==> src/hdl/msd_pkg.sv <==
// constants, encodings and helpers for the motor driver serial setting block
`default_nettype none
package msd_pkg;

   ////////////////////////////////////////////////////////////////////////////
   // apb register map, byte addresses of aligned words
   localparam logic [7:0] ADDR_SETTING = 8'h00;
   localparam logic [7:0] ADDR_STATUS  = 8'h04;
   localparam logic [7:0] ADDR_DISCARD = 8'h08;

   ////////////////////////////////////////////////////////////////////////////
   // setting word layout, d0 in bit 0
   localparam int MODE_LSB  = 0;   // d0..d2 select the setting mode
   localparam int LEVEL_LSB = 3;   // d3..d6 reference level
   localparam int CHSEL_BIT = 7;   // d7 channel select, 0 = ch5
   localparam int PHOTO_BIT = 3;   // photosensor drive on
   localparam int HYST_LSB  = 4;   // d4..d6 hysteresis of buffers one..three
   localparam int PWM_BIT   = 3;   // drive word: 1 = pwm, 0 = step clock
   localparam int BRAKE_BIT = 4;   // drive word: high pin forces brake
   localparam int STBY_BIT  = 5;   // drive word: high pin forces standby

   // setting mode codes, d0 first
   localparam logic [2:0] MODE_CURRENT = 3'h6;  // d0=0 d1=1 d2=1
   localparam logic [2:0] MODE_AUX     = 3'h7;  // d0=1 d1=1 d2=1
   localparam logic [2:0] MODE_DRIVE   = 3'h1;  // d0=1 d1=0 d2=0

   ////////////////////////////////////////////////////////////////////////////
   // status register fields
   localparam int ST_CH5_LSB  = 0;
   localparam int ST_CH6_LSB  = 4;
   localparam int ST_PHOTO    = 8;
   localparam int ST_HYST_LSB = 9;
   localparam int ST_PWM      = 12;
   localparam int ST_BRAKE    = 13;
   localparam int ST_STBY     = 14;

   ////////////////////////////////////////////////////////////////////////////
   // values after reset
   localparam logic [3:0] LEVEL_RST   = 4'h0;   // 0.200 v code
   localparam logic [7:0] SETTING_RST = 8'h00;
   localparam logic [2:0] HYST_RST    = 3'h0;
   localparam logic [7:0] DISCARD_RST = 8'h00;

   // h-bridge output pairs, a then b
   localparam logic [1:0] BRIDGE_BRAKE = 2'h3;
   localparam logic [1:0] BRIDGE_STBY  = 2'h0;
   localparam logic [1:0] BRIDGE_FWD   = 2'h2;
   localparam logic [1:0] BRIDGE_REV   = 2'h1;

   // apb phase tracker
   typedef enum logic [2:0] {
      PH_IDLE   = 3'b001,
      PH_SETUP  = 3'b010,
      PH_ACCESS = 3'b100
   } msd_phase_t;

   // a channel accepts serial settings only with both parallel inputs low
   function automatic logic ch_open(input logic ctrl_a, input logic ctrl_b);
      ch_open = ~ctrl_a & ~ctrl_b;
   endfunction : ch_open

endpackage : msd_pkg
`default_nettype wire

==> src/hdl/msd_top.sv <==
// serial setting decoder with apb access and channel 5/6 gating
`timescale 1ns/10ps
`default_nettype none
module msd_top (
   input  wire logic        pclk,
   input  wire logic        presetn,
   input  wire logic        psel,
   input  wire logic        penable,
   input  wire logic        pwrite,
   input  wire logic [7:0]  paddr,
   input  wire logic [31:0] pwdata,
   input  wire logic [3:0]  pstrb,
   output logic      [31:0] prdata,
   output logic             pready,
   output logic             pslverr,
   input  wire logic        ch5_parallel_ctrl_a,
   input  wire logic        ch5_parallel_ctrl_b,
   input  wire logic        ch6_parallel_ctrl_a,
   input  wire logic        ch6_parallel_ctrl_b,
   input  wire logic        step_clock_or_pwm_input,
   input  wire logic        drive_fwd,
   input  wire logic        drive_rev,
   output logic      [3:0]  ch5_current_level,
   output logic      [3:0]  ch6_current_level,
   output logic             photosensor_drive_output,
   output logic             schmitt_buffer_one_hyst,
   output logic             schmitt_buffer_two_hyst,
   output logic             schmitt_buffer_three_hyst,
   output logic             step_clock_out,
   output logic      [1:0]  bridge_out
);

   ////////////////////////////////////////////////////////////////////////////
   // declarations

   msd_pkg::msd_phase_t phase;
   msd_pkg::msd_phase_t next_phase;

   logic [31:0] next_prdata;
   logic        next_pready;
   logic        next_pslverr;

   logic [7:0]  setting;
   logic [7:0]  next_setting;
   logic [3:0]  ch5_level;
   logic [3:0]  next_ch5_level;
   logic [3:0]  ch6_level;
   logic [3:0]  next_ch6_level;
   logic        photo;
   logic        next_photo;
   logic [2:0]  hyst;
   logic [2:0]  next_hyst;
   logic        pwm_mode;
   logic        next_pwm_mode;
   logic        brake_sel;
   logic        next_brake_sel;
   logic        standby_sel;
   logic        next_standby_sel;
   logic [7:0]  discard_cnt;
   logic [7:0]  next_discard_cnt;

   logic        setup_cyc;
   logic        access_cyc;
   logic        wr_setting;
   logic        wr_discard;
   logic        addr_hit;
   logic [2:0]  word_mode;
   logic [3:0]  word_level;
   logic        word_ch6;
   logic        word_dropped;
   logic [31:0] status_word;

   ////////////////////////////////////////////////////////////////////////////
   // apb phase tracking

   // setup is judged from the bus; the phase register remembers that a
   // setup was seen, so an access is only honoured right behind one and a
   // stray penable with a stale ready can never commit a write
   assign setup_cyc  = psel & ~penable;
   assign access_cyc = psel & penable & pready
                       & (phase == msd_pkg::PH_SETUP);

   always_comb begin
      case (phase)
         msd_pkg::PH_IDLE: begin
            next_phase = setup_cyc ? msd_pkg::PH_SETUP : msd_pkg::PH_IDLE;
         end
         msd_pkg::PH_SETUP: begin
            next_phase = msd_pkg::PH_ACCESS;
         end
         msd_pkg::PH_ACCESS: begin
            next_phase = setup_cyc ? msd_pkg::PH_SETUP : msd_pkg::PH_IDLE;
         end
         default: begin
            next_phase = msd_pkg::PH_IDLE;
         end
      endcase
   end

   always_ff @(posedge pclk or negedge presetn) begin
      if (!presetn) begin
         phase <= msd_pkg::PH_IDLE;
      end else begin
         phase <= next_phase;
      end
   end

   ////////////////////////////////////////////////////////////////////////////
   // address decode

   // only the three aligned words answer; anything else is a slave error
   always_comb begin
      case (paddr)
         msd_pkg::ADDR_SETTING: addr_hit = 1'b1;
         msd_pkg::ADDR_STATUS:  addr_hit = 1'b1;
         msd_pkg::ADDR_DISCARD: addr_hit = 1'b1;
         default:               addr_hit = 1'b0;
      endcase
   end

   // a setting word lives in byte lane 0, so a write without it is a no-op
   assign wr_setting = access_cyc & pwrite & pstrb[0] & (paddr == msd_pkg::ADDR_SETTING);
   assign wr_discard = access_cyc & pwrite & (paddr == msd_pkg::ADDR_DISCARD);

   ////////////////////////////////////////////////////////////////////////////
   // setting word fields

   // d0 sits in bit 0 and the mode codes are packed the same way, so the
   // mode bits are taken in place; reversing them would swap d0 and d2
   assign word_mode  = pwdata[msd_pkg::MODE_LSB +: 3];
   // reference level, d3 is its least significant bit
   assign word_level = pwdata[msd_pkg::LEVEL_LSB +: 4];
   // d7 low picks ch5, high picks ch6
   assign word_ch6   = pwdata[msd_pkg::CHSEL_BIT];

   ////////////////////////////////////////////////////////////////////////////
   // setting decode

   // current words for a channel whose parallel inputs are busy are dropped
   // and counted; a word in a mode other than current, aux or drive only updates the readback copy
   always_comb begin
      next_setting     = setting;
      next_ch5_level   = ch5_level;
      next_ch6_level   = ch6_level;
      next_photo       = photo;
      next_hyst        = hyst;
      next_pwm_mode    = pwm_mode;
      next_brake_sel   = brake_sel;
      next_standby_sel = standby_sel;
      word_dropped     = 1'b0;
      if (wr_setting) begin
         next_setting = pwdata[7:0];
         case (word_mode)
            msd_pkg::MODE_CURRENT: begin
               if (!word_ch6) begin
                  if (msd_pkg::ch_open(ch5_parallel_ctrl_a, ch5_parallel_ctrl_b)) begin
                     next_ch5_level = word_level;
                  end else begin
                     word_dropped = 1'b1;
                  end
               end else begin
                  if (msd_pkg::ch_open(ch6_parallel_ctrl_a, ch6_parallel_ctrl_b)) begin
                     next_ch6_level = word_level;
                  end else begin
                     word_dropped = 1'b1;
                  end
               end
            end
            msd_pkg::MODE_AUX: begin
               next_photo = pwdata[msd_pkg::PHOTO_BIT];
               next_hyst  = pwdata[msd_pkg::HYST_LSB +: 3];
            end
            msd_pkg::MODE_DRIVE: begin
               next_pwm_mode    = pwdata[msd_pkg::PWM_BIT];
               next_brake_sel   = pwdata[msd_pkg::BRAKE_BIT];
               next_standby_sel = pwdata[msd_pkg::STBY_BIT];
            end
            default: begin
               next_setting = pwdata[7:0];   // other modes belong elsewhere
            end
         endcase
      end
   end

   ////////////////////////////////////////////////////////////////////////////
   // discard counter

   // saturates so software never misreads a wrap as few drops; a drop in
   // the clearing cycle still counts as one
   always_comb begin
      next_discard_cnt = discard_cnt;
      if (wr_discard) begin
         next_discard_cnt = msd_pkg::DISCARD_RST;
      end
      if (word_dropped && (next_discard_cnt != 8'hff)) begin
         next_discard_cnt = next_discard_cnt + 8'h01;
      end
   end

   ////////////////////////////////////////////////////////////////////////////
   // setting state registers

   // everything starts cleared: step clock use, no overrides, lowest
   // level code, so the bridge follows drive_fwd and drive_rev with no pin override until software speaks
   always_ff @(posedge pclk or negedge presetn) begin
      if (!presetn) begin
         setting     <= msd_pkg::SETTING_RST;
         ch5_level   <= msd_pkg::LEVEL_RST;
         ch6_level   <= msd_pkg::LEVEL_RST;
         photo       <= 1'b0;
         hyst        <= msd_pkg::HYST_RST;
         pwm_mode    <= 1'b0;
         brake_sel   <= 1'b0;
         standby_sel <= 1'b0;
         discard_cnt <= msd_pkg::DISCARD_RST;
      end else begin
         setting     <= next_setting;
         ch5_level   <= next_ch5_level;
         ch6_level   <= next_ch6_level;
         photo       <= next_photo;
         hyst        <= next_hyst;
         pwm_mode    <= next_pwm_mode;
         brake_sel   <= next_brake_sel;
         standby_sel <= next_standby_sel;
         discard_cnt <= next_discard_cnt;
      end
   end

   ////////////////////////////////////////////////////////////////////////////
   // read path

   always_comb begin
      status_word = 32'h0000_0000;
      status_word[msd_pkg::ST_CH5_LSB +: 4]  = ch5_level;
      status_word[msd_pkg::ST_CH6_LSB +: 4]  = ch6_level;
      status_word[msd_pkg::ST_PHOTO]         = photo;
      status_word[msd_pkg::ST_HYST_LSB +: 3] = hyst;
      status_word[msd_pkg::ST_PWM]           = pwm_mode;
      status_word[msd_pkg::ST_BRAKE]         = brake_sel;
      status_word[msd_pkg::ST_STBY]          = standby_sel;
   end

   // read data and error are captured in setup so they leave a flop;
   // pready rises in setup, giving a fixed zero-wait access;
   // an unmapped word reads as zero alongside the error
   always_comb begin
      next_prdata  = prdata;
      next_pready  = 1'b0;
      next_pslverr = 1'b0;
      if (setup_cyc) begin
         next_pready  = 1'b1;
         next_pslverr = ~addr_hit;
         case (paddr)
            msd_pkg::ADDR_SETTING: next_prdata = {24'h00_0000, setting};
            msd_pkg::ADDR_STATUS:  next_prdata = status_word;
            msd_pkg::ADDR_DISCARD: next_prdata = {24'h00_0000, discard_cnt};
            default:               next_prdata = 32'h0000_0000;
         endcase
      end
   end

   always_ff @(posedge pclk or negedge presetn) begin
      if (!presetn) begin
         prdata  <= 32'h0000_0000;
         pready  <= 1'b0;
         pslverr <= 1'b0;
      end else begin
         prdata  <= next_prdata;
         pready  <= next_pready;
         pslverr <= next_pslverr;
      end
   end

   ////////////////////////////////////////////////////////////////////////////
   // setting outputs, straight from the state flops

   // buffer one takes d4, two d5, three d6 of an aux word
   assign ch5_current_level         = ch5_level;
   assign ch6_current_level         = ch6_level;
   assign photosensor_drive_output  = photo;
   assign schmitt_buffer_one_hyst   = hyst[0];
   assign schmitt_buffer_two_hyst   = hyst[1];
   assign schmitt_buffer_three_hyst = hyst[2];

   ////////////////////////////////////////////////////////////////////////////
   // bridge drive

   // pin handling kept apart so its one-cycle latency sits in one place
   msd_drive_ctrl msd_drive_ctrl_inst (
      .pclk                    (pclk),
      .presetn                 (presetn),
      .pwm_mode                (pwm_mode),
      .brake_sel               (brake_sel),
      .standby_sel             (standby_sel),
      .step_clock_or_pwm_input (step_clock_or_pwm_input),
      .drive_fwd               (drive_fwd),
      .drive_rev               (drive_rev),
      .bridge                  (bridge_out),
      .step_clock              (step_clock_out)
   );

endmodule : msd_top
`default_nettype wire

==> src/hdl/msd_drive_ctrl.sv <==
// h-bridge drive selection from the shared step clock / pwm pin
`timescale 1ns/10ps
`default_nettype none
module msd_drive_ctrl (
   input  wire logic       pclk,
   input  wire logic       presetn,
   input  wire logic       pwm_mode,
   input  wire logic       brake_sel,
   input  wire logic       standby_sel,
   input  wire logic       step_clock_or_pwm_input,
   input  wire logic       drive_fwd,
   input  wire logic       drive_rev,
   output logic      [1:0] bridge,
   output logic            step_clock
);

   logic [1:0] next_bridge;
   logic       next_step_clock;
   logic [1:0] logic_pair;

   ////////////////////////////////////////////////////////////////////////////
   // forward/reverse logic, both or neither requested rests in standby
   always_comb begin
      if (drive_fwd && !drive_rev) begin
         logic_pair = msd_pkg::BRIDGE_FWD;
      end else if (drive_rev && !drive_fwd) begin
         logic_pair = msd_pkg::BRIDGE_REV;
      end else begin
         logic_pair = msd_pkg::BRIDGE_STBY;
      end
   end

   // pin overrides only in pwm use; brake wins if both options are set
   always_comb begin
      next_bridge     = logic_pair;
      next_step_clock = 1'b0;
      if (!pwm_mode) begin
         next_step_clock = step_clock_or_pwm_input;
      end else if (step_clock_or_pwm_input && brake_sel) begin
         next_bridge = msd_pkg::BRIDGE_BRAKE;
      end else if (step_clock_or_pwm_input && standby_sel) begin
         next_bridge = msd_pkg::BRIDGE_STBY;
      end
   end

   // outputs registered so the bridge never sees a decode glitch
   always_ff @(posedge pclk or negedge presetn) begin
      if (!presetn) begin
         bridge     <= msd_pkg::BRIDGE_STBY;
         step_clock <= 1'b0;
      end else begin
         bridge     <= next_bridge;
         step_clock <= next_step_clock;
      end
   end

endmodule : msd_drive_ctrl
`default_nettype wire

==> config.mk <==
export PLATFORM = sky130hd
export DESIGN_NAME = msd_top
export DESIGN_NICKNAME = d
export VERILOG_FILES = /design/src/hdl/msd_pkg.sv /design/src/hdl/msd_top.sv /design/src/hdl/msd_drive_ctrl.sv
export SDC_FILE = /design/constraint.sdc
export NUM_CORES = 1
export LEC_CHECK = 0
export BUFFER_PORTS_ARGS = -buffer_cell sky130_fd_sc_hd__buf_4
export CAP_MARGIN = 5
export CORE_MARGIN = 3
export CORE_UTILIZATION = 40
export CTS_BUF_LIST = sky130_fd_sc_hd__clkbuf_4 sky130_fd_sc_hd__clkbuf_8 sky130_fd_sc_hd__clkbuf_16
export CTS_CLUSTER_SIZE = 10
export DETAILED_ROUTE_END_ITERATION = 12
export GPL_TIMING_DRIVEN = 0
export PLACE_DENSITY = 0.72
export SYNTH_ARGS = -nofsm -noshare
export SYNTH_HDL_FRONTEND = slang
export SYNTH_SLANG_ARGS = --single-unit
export TNS_END_PERCENT = 5
==> constraint.sdc <==
create_clock -name pclk -period 7.9 [get_ports pclk]
set_input_delay 2.37 -clock pclk [delete_from_list [all_inputs] [get_ports pclk]]
set_output_delay 2.37 -clock pclk [all_outputs]
set_load 0.03 [all_outputs]
==> impl_metrics.yaml, run 1 <==
route:
  drc: 0
  dr.pass1.iters: 4
  avgRoutedWirePerCell_um: 14.9
  num_vias: 2107
  wirelength_um: 6140
  first_iter_violations: 105
  vias_per_cell: 5.10
  antenna_left: 0
clocking:
  postCtsSetupBuffers: 0
  cts_root_buffer: "clkbuf_8"
  worstSkewPairLatency_ps: 310
  htree_levels: 2
  numCtsBuffers: 5
  cts_resized: 0
  cts.sinks: 54
  clkTransAtPathRegs_ps: 100
  cts_max_path_buffers: 2
  cts_tree: "yes"
  ctsHoldBuffers: 0
worst_setup_path:
  regToRegSetupSlack_ps: 4670
  crit_buf_inv: 3
  critPathRequiredTime_ps: 8110
  path_class: "primary input to flop"
  arrival_ps: 5370
  startpoint: "paddr[1]"
  reg2reg_depth: 11
  max_stage_delay_ps: 620
  r2r_start: "phase[2]"
  endpoint: "discard_cnt[5]"
  cp_slowest_cell: "nor4_1"
  setup.worst_path.end_class: "flop"
  start_kind: "primary input"
  path_delay_family: "simple AND/OR/NAND/NOR gates"
  cp_common_cell: "nor4_1"
  path_max_fanout: 6
  path_depth: 13
  crit_chain: "buf_4 -> nor4_4 -> nand2_1 -> nor4_1 -> buf_2 -> nor2b_1 -> ha_1 -> and3_1 -> clkbuf_1 -> a31o_2 -> nor4_1 -> xnor2_1 -> nor2_1"
  worstReg2RegEnd: "discard_cnt[5]"
timing:
  slew_headroom_pct: 39.5
  rsz0062_at_grt: "no"
  worst_pin_slew_ps: 900
  fin_skew_ps: 6.11
  fmaxAchievable_mhz: 193
  setup_viol: 0
  timing.final.hold_violations: 0
  drv_slew: 0
  min_period_over_period_pct: 65.4
  fin_setup_tns_ps: 0
  setup_ws_ps: 2730
  min_period_ps: 5170
grt:
  grt_max_degree: 55
  grt_pass1_wl_um: 10000
  gr-usage-all-layers_pct: 16.7
  grt-ovfl-total: 0
  antenna_found_initial: 0
  grt_pass1_vias: 1976
yosys:
  synth-seq-cells: 54
  synth_area_um2: 2680
  yosys.area.top_type_share_pct: 49.5
  synthCells: 250
  yosysWarnings: 0
  yosysSeqAreaShare_pct: 50.5
  netlist_top_cells_area: "dfrtp_1 (50%), nand2_1 (5.9%), mux2_2 (5.0%)"
  syn_avg_cell_area_um2: 10.7
  yosys.area.top_type: "dfrtp_1"
  yosysUniqueCellTypes: 47
die:
  io_pins: 105
  die_h_um: 87.8
  die_area_um2: 7710
  fp-row-count: 29
  core_area_um2: 6420
  die_w_um: 87.8
  start_util_pct: 41.7
run:
  maxCapViolCount: 0
placed_design:
  post-place-ws_ps: 2400
  routabilityCongestion: 0.856
  dp_hpwl_um: 4780
  portBuffers: 60
final_layout:
  num-nets-final: 392
  antennaDiodeCount: 0
  final_common_cell: "buf_4"
  syn_to_final_growth_pct: 28.4
  drive_gt1_share_pct: 33.3
  final_cell_mix: "buf_4 (77), dfrtp_1 (53), nand2_1 (42)"
pwr:
  ir_drop_mv: 0.0900
  totalPowerFinal_mw: 0.562
  leakagePower_nw: 1.76
  powerDensity_nw_per_um2: 164
hold_path:
  hold_class: "flop to flop"
run_status:
  outcome: "finished clean"
## cells by family after synthesis
group                    count (synthesis)  share of synthesized area, %
other                                    1                         0.140
buffers and inverters                   28                          6.50
adder cells (fa/ha/maj)                  1                         0.467
multiplexers                            23                          9.72
XOR/XNOR                                 5                          1.64
flip-flops                              54                          50.5
AO/OA/AOI/OAI                           34                          9.16
AND/OR/NAND/NOR                        104                          21.9
## cells in the mapped netlist, drive strengths merged
master	number
and3b	1
xnor2	5
nor3b	2
or3	4
nor4	6
nand4	4
and4	2
nand4b	1
conb	1
or4b	1
nand2	42
buf	19
a22o	15
and3	3
a41oi	1
mux2i	8
a41o	1
nor4b	2
a21oi	2
nor2	10
or3b	2
inv	3
nand2b	5
dfstp	1
o211ai	1
nor2b	5
and2	1
mux2	15
a211oi	1
or4	2
clkbuf	5
dfrtp	53
ha	1
a31o	1
nand3b	1
nor3	4
nand3	6
clkinv	1
o21ai	11
a31oi	1
## flip-flops by register name (all words and copies together), names as in the netlist, 2 cells and up
register / count
hyst: 3
setting: 8
ch5_current_level: 4
ch6_current_level: 4
prdata: 15
msd_drive_ctrl_inst.bridge: 2
phase: 3
discard_cnt: 8
## stage by stage
stage / area (µm²) / instances / util (%) / hold WS (ps)
floorplan: 2740 / 266 / - / 413
detailed placement: 3290 / 404 / 51.2 / 430
global placement: 3280 / 403 / 51.1 / 425
finish: 3440 / 413 / 53.5 / 442
global route: 3440 / 413 / 53.5 / 482
CTS: 3430 / 412 / 53.4 / 444
## cell type report
class | instances | area, µm²
multi-input cells | 184 | 1210
inverters | 4 | 20.0
fillers | 584 | 2990
well taps | 77 | 96.3
clock buffers | 6 | 82.6
plain buffers | 24 | 154
flip-flops and latches | 54 | 1350
repair buffers | 62 | 460
clock inverters | 2 | 60.1
## worst min-delay path by stage
stage / start / to / slack (ps) / cells past startpoint
detailed placement: phase[1] / phase[1] / 430 / 1
floorplan: phase[1] / phase[1] / 410 / 1
finish: phase[1] / phase[1] / 440 / 1
global route: phase[1] / phase[1] / 480 / 1
global placement: phase[1] / phase[1] / 420 / 1
CTS: phase[1] / phase[1] / 440 / 1
## routing by layer
metal	vias to the layer above	global-route usage (%)	wire, µm
li1	1023	-	-
met1	1012	26.4	2990
met2	67	24.0	2720
met3	5	3.39	378
met4	0	2.51	48
met5	-	0	0
## power by group
| group | switching (mW) | internal, mW |
|---|---|---|
| logic | 0.0354 | 0.0218 |
| registers | 0.00120 | 0.279 |
| clock network | 0.0899 | 0.135 |
Power figures use the tool's default switching activity.
==> inputs of run 2 (changes only) <==
--- a/config.mk
+++ b/config.mk
@@ -5,6 +5,7 @@
 export SDC_FILE = /design/constraint.sdc
 export NUM_CORES = 1
 export LEC_CHECK = 0
+export ABC_AREA = 1
 export BUFFER_PORTS_ARGS = -buffer_cell sky130_fd_sc_hd__buf_4
 export CAP_MARGIN = 5
 export CORE_MARGIN = 3
@@ -13,7 +14,7 @@
 export CTS_CLUSTER_SIZE = 10
 export DETAILED_ROUTE_END_ITERATION = 12
 export GPL_TIMING_DRIVEN = 0
-export PLACE_DENSITY = 0.72
+export PLACE_DENSITY = 0.74
 export SYNTH_ARGS = -nofsm -noshare
 export SYNTH_HDL_FRONTEND = slang
 export SYNTH_SLANG_ARGS = --single-unit
==> constraint.sdc (replaced) <==
create_clock -name pclk -period 4.7 [get_ports pclk]
set_input_delay 1.41 -clock pclk [delete_from_list [all_inputs] [get_ports pclk]]
set_output_delay 1.41 -clock pclk [all_outputs]
set_load 0.03 [all_outputs]
==> impl_metrics.yaml, run 2 <==
run_status:
  outcome: "finished clean"
hold_path:
  hp-start: "phase[1]"
  hold_class: "flop to flop"
  hold_end: "phase[1]"
  min_path_cells: 1
route:
  route.met2.wl_um: 2910
  met1Wirelength_um: 2900
  top_layer_used: "met4"
  avgRoutedWirePerCell_um: 12.7
  vias_per_cell: 4.66
  dr.pass1.iters: 4
  antenna_left: 0
  first_iter_violations: 181
  drc: 0
  wirelength_um: 6250
  num_vias: 2298
  dr_wl_met3_um: 360
grt:
  grt_pass1_vias: 2126
  antenna_found_initial: 0
  grt_pass1_wl_um: 10400
  gr-usage-all-layers_pct: 16.9
  grt-ovfl-total: 0
  grt_max_degree: 55
timing:
  fin_setup_tns_ps: 0
  min_period_over_period_pct: 64.2
  setup_viol: 0
  whs_ps: 452
  setup_ws_ps: 1680
  fin_skew_ps: 6.93
  fmaxAchievable_mhz: 332
  timing.final.hold_violations: 0
  slew_headroom_pct: 54.2
  worst_pin_slew_ps: 687
  min_period_ps: 3020
  rsz0062_at_grt: "no"
  drv_slew: 0
clocking:
  postCtsSetupBuffers: 0
  cts_tree: "yes"
  clkTransAtPathRegs_ps: 90
  cts_max_path_buffers: 2
  cts.sinks: 54
  worstSkewPairLatency_ps: 310
  numCtsBuffers: 5
  htree_levels: 2
  ctsHoldBuffers: 0
  cts_root_buffer: "clkbuf_8"
  cts_resized: 0
pwr:
  power.internal_mw: 0.673
  leakagePower_nw: 1.87
  totalPowerFinal_mw: 0.880
  power_switching_mw: 0.207
  ir_drop_mv: 0.114
  power_frac_comb_pct: 10.1
  clkPwrFrac_pct: 36.5
  seqPwrFrac_pct: 53.5
  powerDensity_nw_per_um2: 255
  switching_share_pct: 23.5
placed_design:
  dpl-instance-area_um2: 3340
  dp_hpwl_um: 4710
  routabilityCongestion: 0.851
  dp_cells: 485
  portBuffers: 60
  post-place-ws_ps: 1390
final_layout:
  num-nets-final: 472
  final_area_um2: 3460
  antennaDiodeCount: 0
  syn_to_final_growth_pct: 26.3
  top_regs: "prdata: 15 flops, discard_cnt: 8 flops, setting: 8 flops"
  regMostFlops: "prdata"
  filler_cell_count: 604
  final_common_cell: "nand2_1"
  largest_reg_flops: 15
  utilization_pct: 53.2
  final_cell_mix: "nand2_1 (121), buf_4 (77), dfrtp_1 (53)"
  stdcell_count: 493
  drive_gt1_share_pct: 26.2
die:
  start_util_pct: 42.1
  core_area_um2: 6490
  die_area_um2: 7870
  io_pins: 105
  fp-row-count: 29
  die_w_um: 88.7
  die_h_um: 88.7
worst_setup_path:
  path_delay_family: "simple AND/OR/NAND/NOR gates"
  worstReg2RegEnd: "discard_cnt[2]"
  r2r_start: "phase[0]"
  cp_slowest_cell: "nor2_4"
  cp_common_cell: "nand2_1"
  path_max_fanout: 10
  setup.worst_path.end_class: "flop"
  max_stage_delay_ps: 240
  reg2reg_depth: 15
  path_class: "primary input to flop"
  arrival_ps: 3260
  crit_buf_inv: 5
  crit_chain: "buf_4 -> nor2_1 -> nand2_1 -> nor2_4 -> nand2_2 -> buf_6 -> nand2_1 -> inv_1 -> ha_1 -> nand4_2 -> inv_1 -> nand2_1 -> nand2_4 -> clkinv_4 -> nand2_1 -> nand2_1"
  start_kind: "primary input"
  critPathRequiredTime_ps: 4940
  regToRegSetupSlack_ps: 2410
yosys:
  synth_ff_type: "dfrtp_1"
  yosys.area.top_type: "dfrtp_1"
  yosysUniqueCellTypes: 33
  synth-edff-count: 0
  yosys.area.top_type_share_pct: 48.5
  yosysMostFrequentCell: "nand2_1"
  async_reset_ff_share_pct: 100
  yosysSeqAreaShare_pct: 49.5
  netlist_top_cells_area: "dfrtp_1 (48%), nand2_1 (17%), o21ai_0 (6.0%)"
  synth_area_um2: 2740
  synth-seq-cells: 54
  synthCells: 332
  syn_avg_cell_area_um2: 8.24
  ys_top_cells_by_count: "nand2_1 (121), dfrtp_1 (53), o21ai_0 (33)"
  yosysWarnings: 0
run:
  maxCapViolCount: 0
[run 2: changes by cell type in the layout (fill, tap and decap cells not counted), sizes merged, moves of 5 or more]
cell,previous run,this run
mux2i,8,0
mux2,15,0
nand3,6,11
nor2b,5,0
o21ai,11,41
nand2b,5,0
nand2,42,125
nor2,10,24
a22o,15,0
inv,3,30
[run 2: logic make-up (layout without fill, tap and decap cells)]
family / Yosys count / count (layout) / synth area share, %
and+or+nand+nor: 170 / 170 / 29.6
buffers and inverters: 56 / 124 / 10.8
DFF: 54 / 54 / 49.5
AOI/OAI and AO/OA: 48 / 48 / 9.01
xor gates and xnor gates: 2 / 2 / 0.641
adders and majority gates: 1 / 1 / 0.457
other: 1 / 17 / 0.137
[run 2: final cells by class]
type | instances | area [µm²] | area share, %
Buffer | 22 | 161 | 4.67
Clock buffer | 7 | 83.8 | 2.43
Clock inverter | 1 | 30.0 | 0.869
Inverter | 34 | 133 | 3.84
Multi-Input combinational cell | 238 | 1150 | 33.2
Sequential cell | 54 | 1350 | 39.1
Tap cell | 77 | 96.3 | 2.79
Timing Repair Buffer | 60 | 450 | 13.0
[run 2: worst register-to-register path, stage by stage (launching register included)]
cell and delay, ps:
dfstp_2 550, nor2_2 40, nand2_1 110, nor2_4 60, nand2_2 120, buf_6 170
inv_2 50, nor2_1 140, ha_1 240, nand4_2 160, inv_1 100, nand2_1 80
nand2_4 140, clkinv_4 100, nand2_1 60, nand2_1 60
[run 2: how the worst max path moves through the flow]
stage                      to  cells after the start  slack [ps]  startpoint
3_3_place_gp   discard_cnt[2]                     16        1440    paddr[1]
5_1_grt        discard_cnt[3]                     16        1520    paddr[5]
2_1_floorplan  discard_cnt[6]                     14        1790    paddr[1]
4_1_cts        discard_cnt[2]                     16        1690    paddr[5]
6_report       discard_cnt[2]                     16        1680    paddr[5]
3_5_place_dp   discard_cnt[2]                     16        1390    paddr[5]
[run 2: power by group through the flow]
stage | sequential (mW) | clock [mW] | combinational (mW)
3_3_place_gp | 0.480 | 0 | 0.0881
5_1_grt | 0.471 | 0.346 | 0.0975
3_5_place_dp | 0.480 | 0 | 0.0894
4_1_cts | 0.471 | 0.327 | 0.0895
2_1_floorplan | 0.484 | 0 | 0.0455
6_report | 0.470 | 0.321 | 0.0887
[run 2: per-layer routing]
metal	GRT usage [%]	up-vias
met5	0	-
met4	4.53	0
met3	3.17	7
met2	27.3	63
met1	23.3	1054
li1	-	1174
==> inputs of run 3 (changes only) <==
--- a/config.mk
+++ b/config.mk
@@ -5,7 +5,7 @@
 export SDC_FILE = /design/constraint.sdc
 export NUM_CORES = 1
 export LEC_CHECK = 0
-export ABC_AREA = 1
+export ABC_AREA = 0
 export BUFFER_PORTS_ARGS = -buffer_cell sky130_fd_sc_hd__buf_4
 export CAP_MARGIN = 5
 export CORE_MARGIN = 3
@@ -14,7 +14,7 @@
 export CTS_CLUSTER_SIZE = 10
 export DETAILED_ROUTE_END_ITERATION = 12
 export GPL_TIMING_DRIVEN = 0
-export PLACE_DENSITY = 0.74
+export PLACE_DENSITY = 0.72
 export SYNTH_ARGS = -nofsm -noshare
 export SYNTH_HDL_FRONTEND = slang
 export SYNTH_SLANG_ARGS = --single-unit
==> constraint.sdc (replaced) <==
create_clock -name pclk -period 3.11 [get_ports pclk]
set_input_delay 0.933 -clock pclk [delete_from_list [all_inputs] [get_ports pclk]]
set_output_delay 0.933 -clock pclk [all_outputs]
set_load 0.03 [all_outputs]
==> impl_metrics.yaml, run 3 (synthesis results as in run 1) <==
clocking:
  htree_levels: 2
  clkTransAtPathRegs_ps: 90
  cts.sinks: 54
  cts_max_path_buffers: 2
  worstSkewPairLatency_ps: 300
  cts_root_buffer: "clkbuf_8"
  cts_tree: "yes"
  numCtsBuffers: 5
  ctsHoldBuffers: 0
route:
  dr.pass1.iters: 4
  avgRoutedWirePerCell_um: 15.2
  num_vias: 2137
  vias_per_cell: 5.14
  antenna_left: 0
  drc: 0
  wirelength_um: 6330
  first_iter_violations: 106
worst_setup_path:
  arrival_ps: 3200
  crit_chain: "buf_4 -> nor4_4 -> nand2_2 -> nor4_4 -> nor2b_1 -> ha_1 -> and3_2 -> nand3_2 -> nand4_1 -> or3_1 -> a21oi_1"
  path_class: "primary input to flop"
  path_max_fanout: 6
  r2r_start: "phase[2]"
  regToRegSetupSlack_ps: 580
  max_stage_delay_ps: 380
  cp_slowest_cell: "nor4_4"
  critPathRequiredTime_ps: 3340
  setup.worst_path.end_class: "flop"
  reg2reg_depth: 9
  worstReg2RegEnd: "discard_cnt[2]"
  cp_common_cell: "nor4_4"
  start_kind: "primary input"
grt:
  antenna_found_initial: 0
  grt-ovfl-total: 0
  grt_pass1_vias: 1999
  gr-usage-all-layers_pct: 16.4
  grt_pass1_wl_um: 9860
  grt_max_degree: 55
final_layout:
  antennaDiodeCount: 0
  final_cell_mix: "buf_4 (82), dfrtp_1 (53), nand2_1 (41)"
  largest_reg_flops: 15
  regMostFlops: "prdata"
  top_regs: "prdata: 15 flops, discard_cnt: 8 flops, setting: 8 flops"
  num-nets-final: 395
  syn_to_final_growth_pct: 30.1
  drive_gt1_share_pct: 36.9
  final_common_cell: "buf_4"
hold_path:
  hold_class: "flop to flop"
  hold_end: "phase[1]"
  min_path_cells: 1
  hp-start: "phase[1]"
pwr:
  powerDensity_nw_per_um2: 383
  leakagePower_nw: 1.78
  ir_drop_mv: 0.246
placed_design:
  portBuffers: 60
  dp_hpwl_um: 4780
  routabilityCongestion: 0.897
  post-place-ws_ps: -611
timing:
  worst_pin_slew_ps: 944
  slew_headroom_pct: 36.6
  min_period_ps: 2970
  fmaxAchievable_mhz: 337
  drv_slew: 0
  fin_skew_ps: 2.90
  setup_ws_ps: 139
  setup_viol: 0
  timing.final.hold_violations: 0
  whs_ps: 444
  rsz0062_at_grt: "no"
  min_period_over_period_pct: 95.5
run:
  maxCapViolCount: 0
die:
  die_w_um: 87.8
  io_pins: 105
  die_h_um: 87.8
  core_area_um2: 6420
  die_area_um2: 7710
  fp-row-count: 29
  start_util_pct: 41.7
run_status:
  outcome: "finished clean"
[run 3: cell count changes in the layout (fill, tap and decap cells not counted), moves of 4 or more]
cell      delta
nor2_1       -9
nor2b_1      +4
a21oi_1      -4
o21ai_0     -22
mux2_2      +12
o21ai_1      -7
inv_1       -25
nand2b_1     +5
a22o_1      +15
mux2i_1      +8
buf_4        +5
nand2_1     -80
[run 3: critical path, delay by kind of cell]
kind,cells,cell delay [ps]
buffers and inverters,1,120
adder cells (fa/ha/maj),1,230
AND/OR/NAND/NOR,8,1780
AO/OA/AOI/OAI,1,140
[run 3: area by class of cell]
class                           count  area (µm²)
Buffer                             23         150
Tap cell                           77        96.3
Fill cell                         549        2940
Timing Repair Buffer               66         493
Multi-Input combinational cell    184        1260
Sequential cell                    54        1350
Inverter                            4        20.0
Clock buffer                        6        76.3
Clock inverter                      2        37.5
[run 3: timing repair]
| action | 4_1_cts | 5_1_grt |
|---|---|---|
| gates cloned | 0 | 0 |
| pin swaps | 2 | 2 |
| gates resized for setup | 1 | 2 |
| endpoints found under the setup margin | 7 | 6 |
| setup buffers | 3 | 2 |
[run 3: report_power, final]
group	switching, mW	internal (mW)
logic	0.0920	0.0566
registers	0.00348	0.708
clock network	0.224	0.249
[run 3: worst max path at each step]
stage,start,to,depth (start not counted)
3_3_place_gp,paddr[4],discard_cnt[7],12
4_1_cts,paddr[2],discard_cnt[2],12
3_5_place_dp,paddr[4],discard_cnt[2],12
2_1_floorplan,paddr[4],discard_cnt[3],11
6_report,paddr[4],discard_cnt[2],11
5_1_grt,paddr[4],discard_cnt[2],11
[run 3: metrics by stage]
stage	power [mW]	TNS, ps	cell area, µm²	utilization (%)	std cells
global route	1.39	0	3480	54.3	416
detailed placement	0.872	-4030	3330	51.8	403
CTS	1.34	0	3460	53.9	414
global placement	0.871	-4090	3330	51.8	403
floorplan	0.806	-615	2780	-	266
finish	1.33	0	3480	54.3	416
[run 3: layer usage]
layer / vias up / share of wire (%) / global-route usage (%)
met5: - / 0 / 0
met4: 0 / 0.74 / 4.32
met3: 4 / 6.8 / 2.63
met2: 72 / 45 / 23.6
met1: 1027 / 48 / 25.4
li1: 1034 / - / -
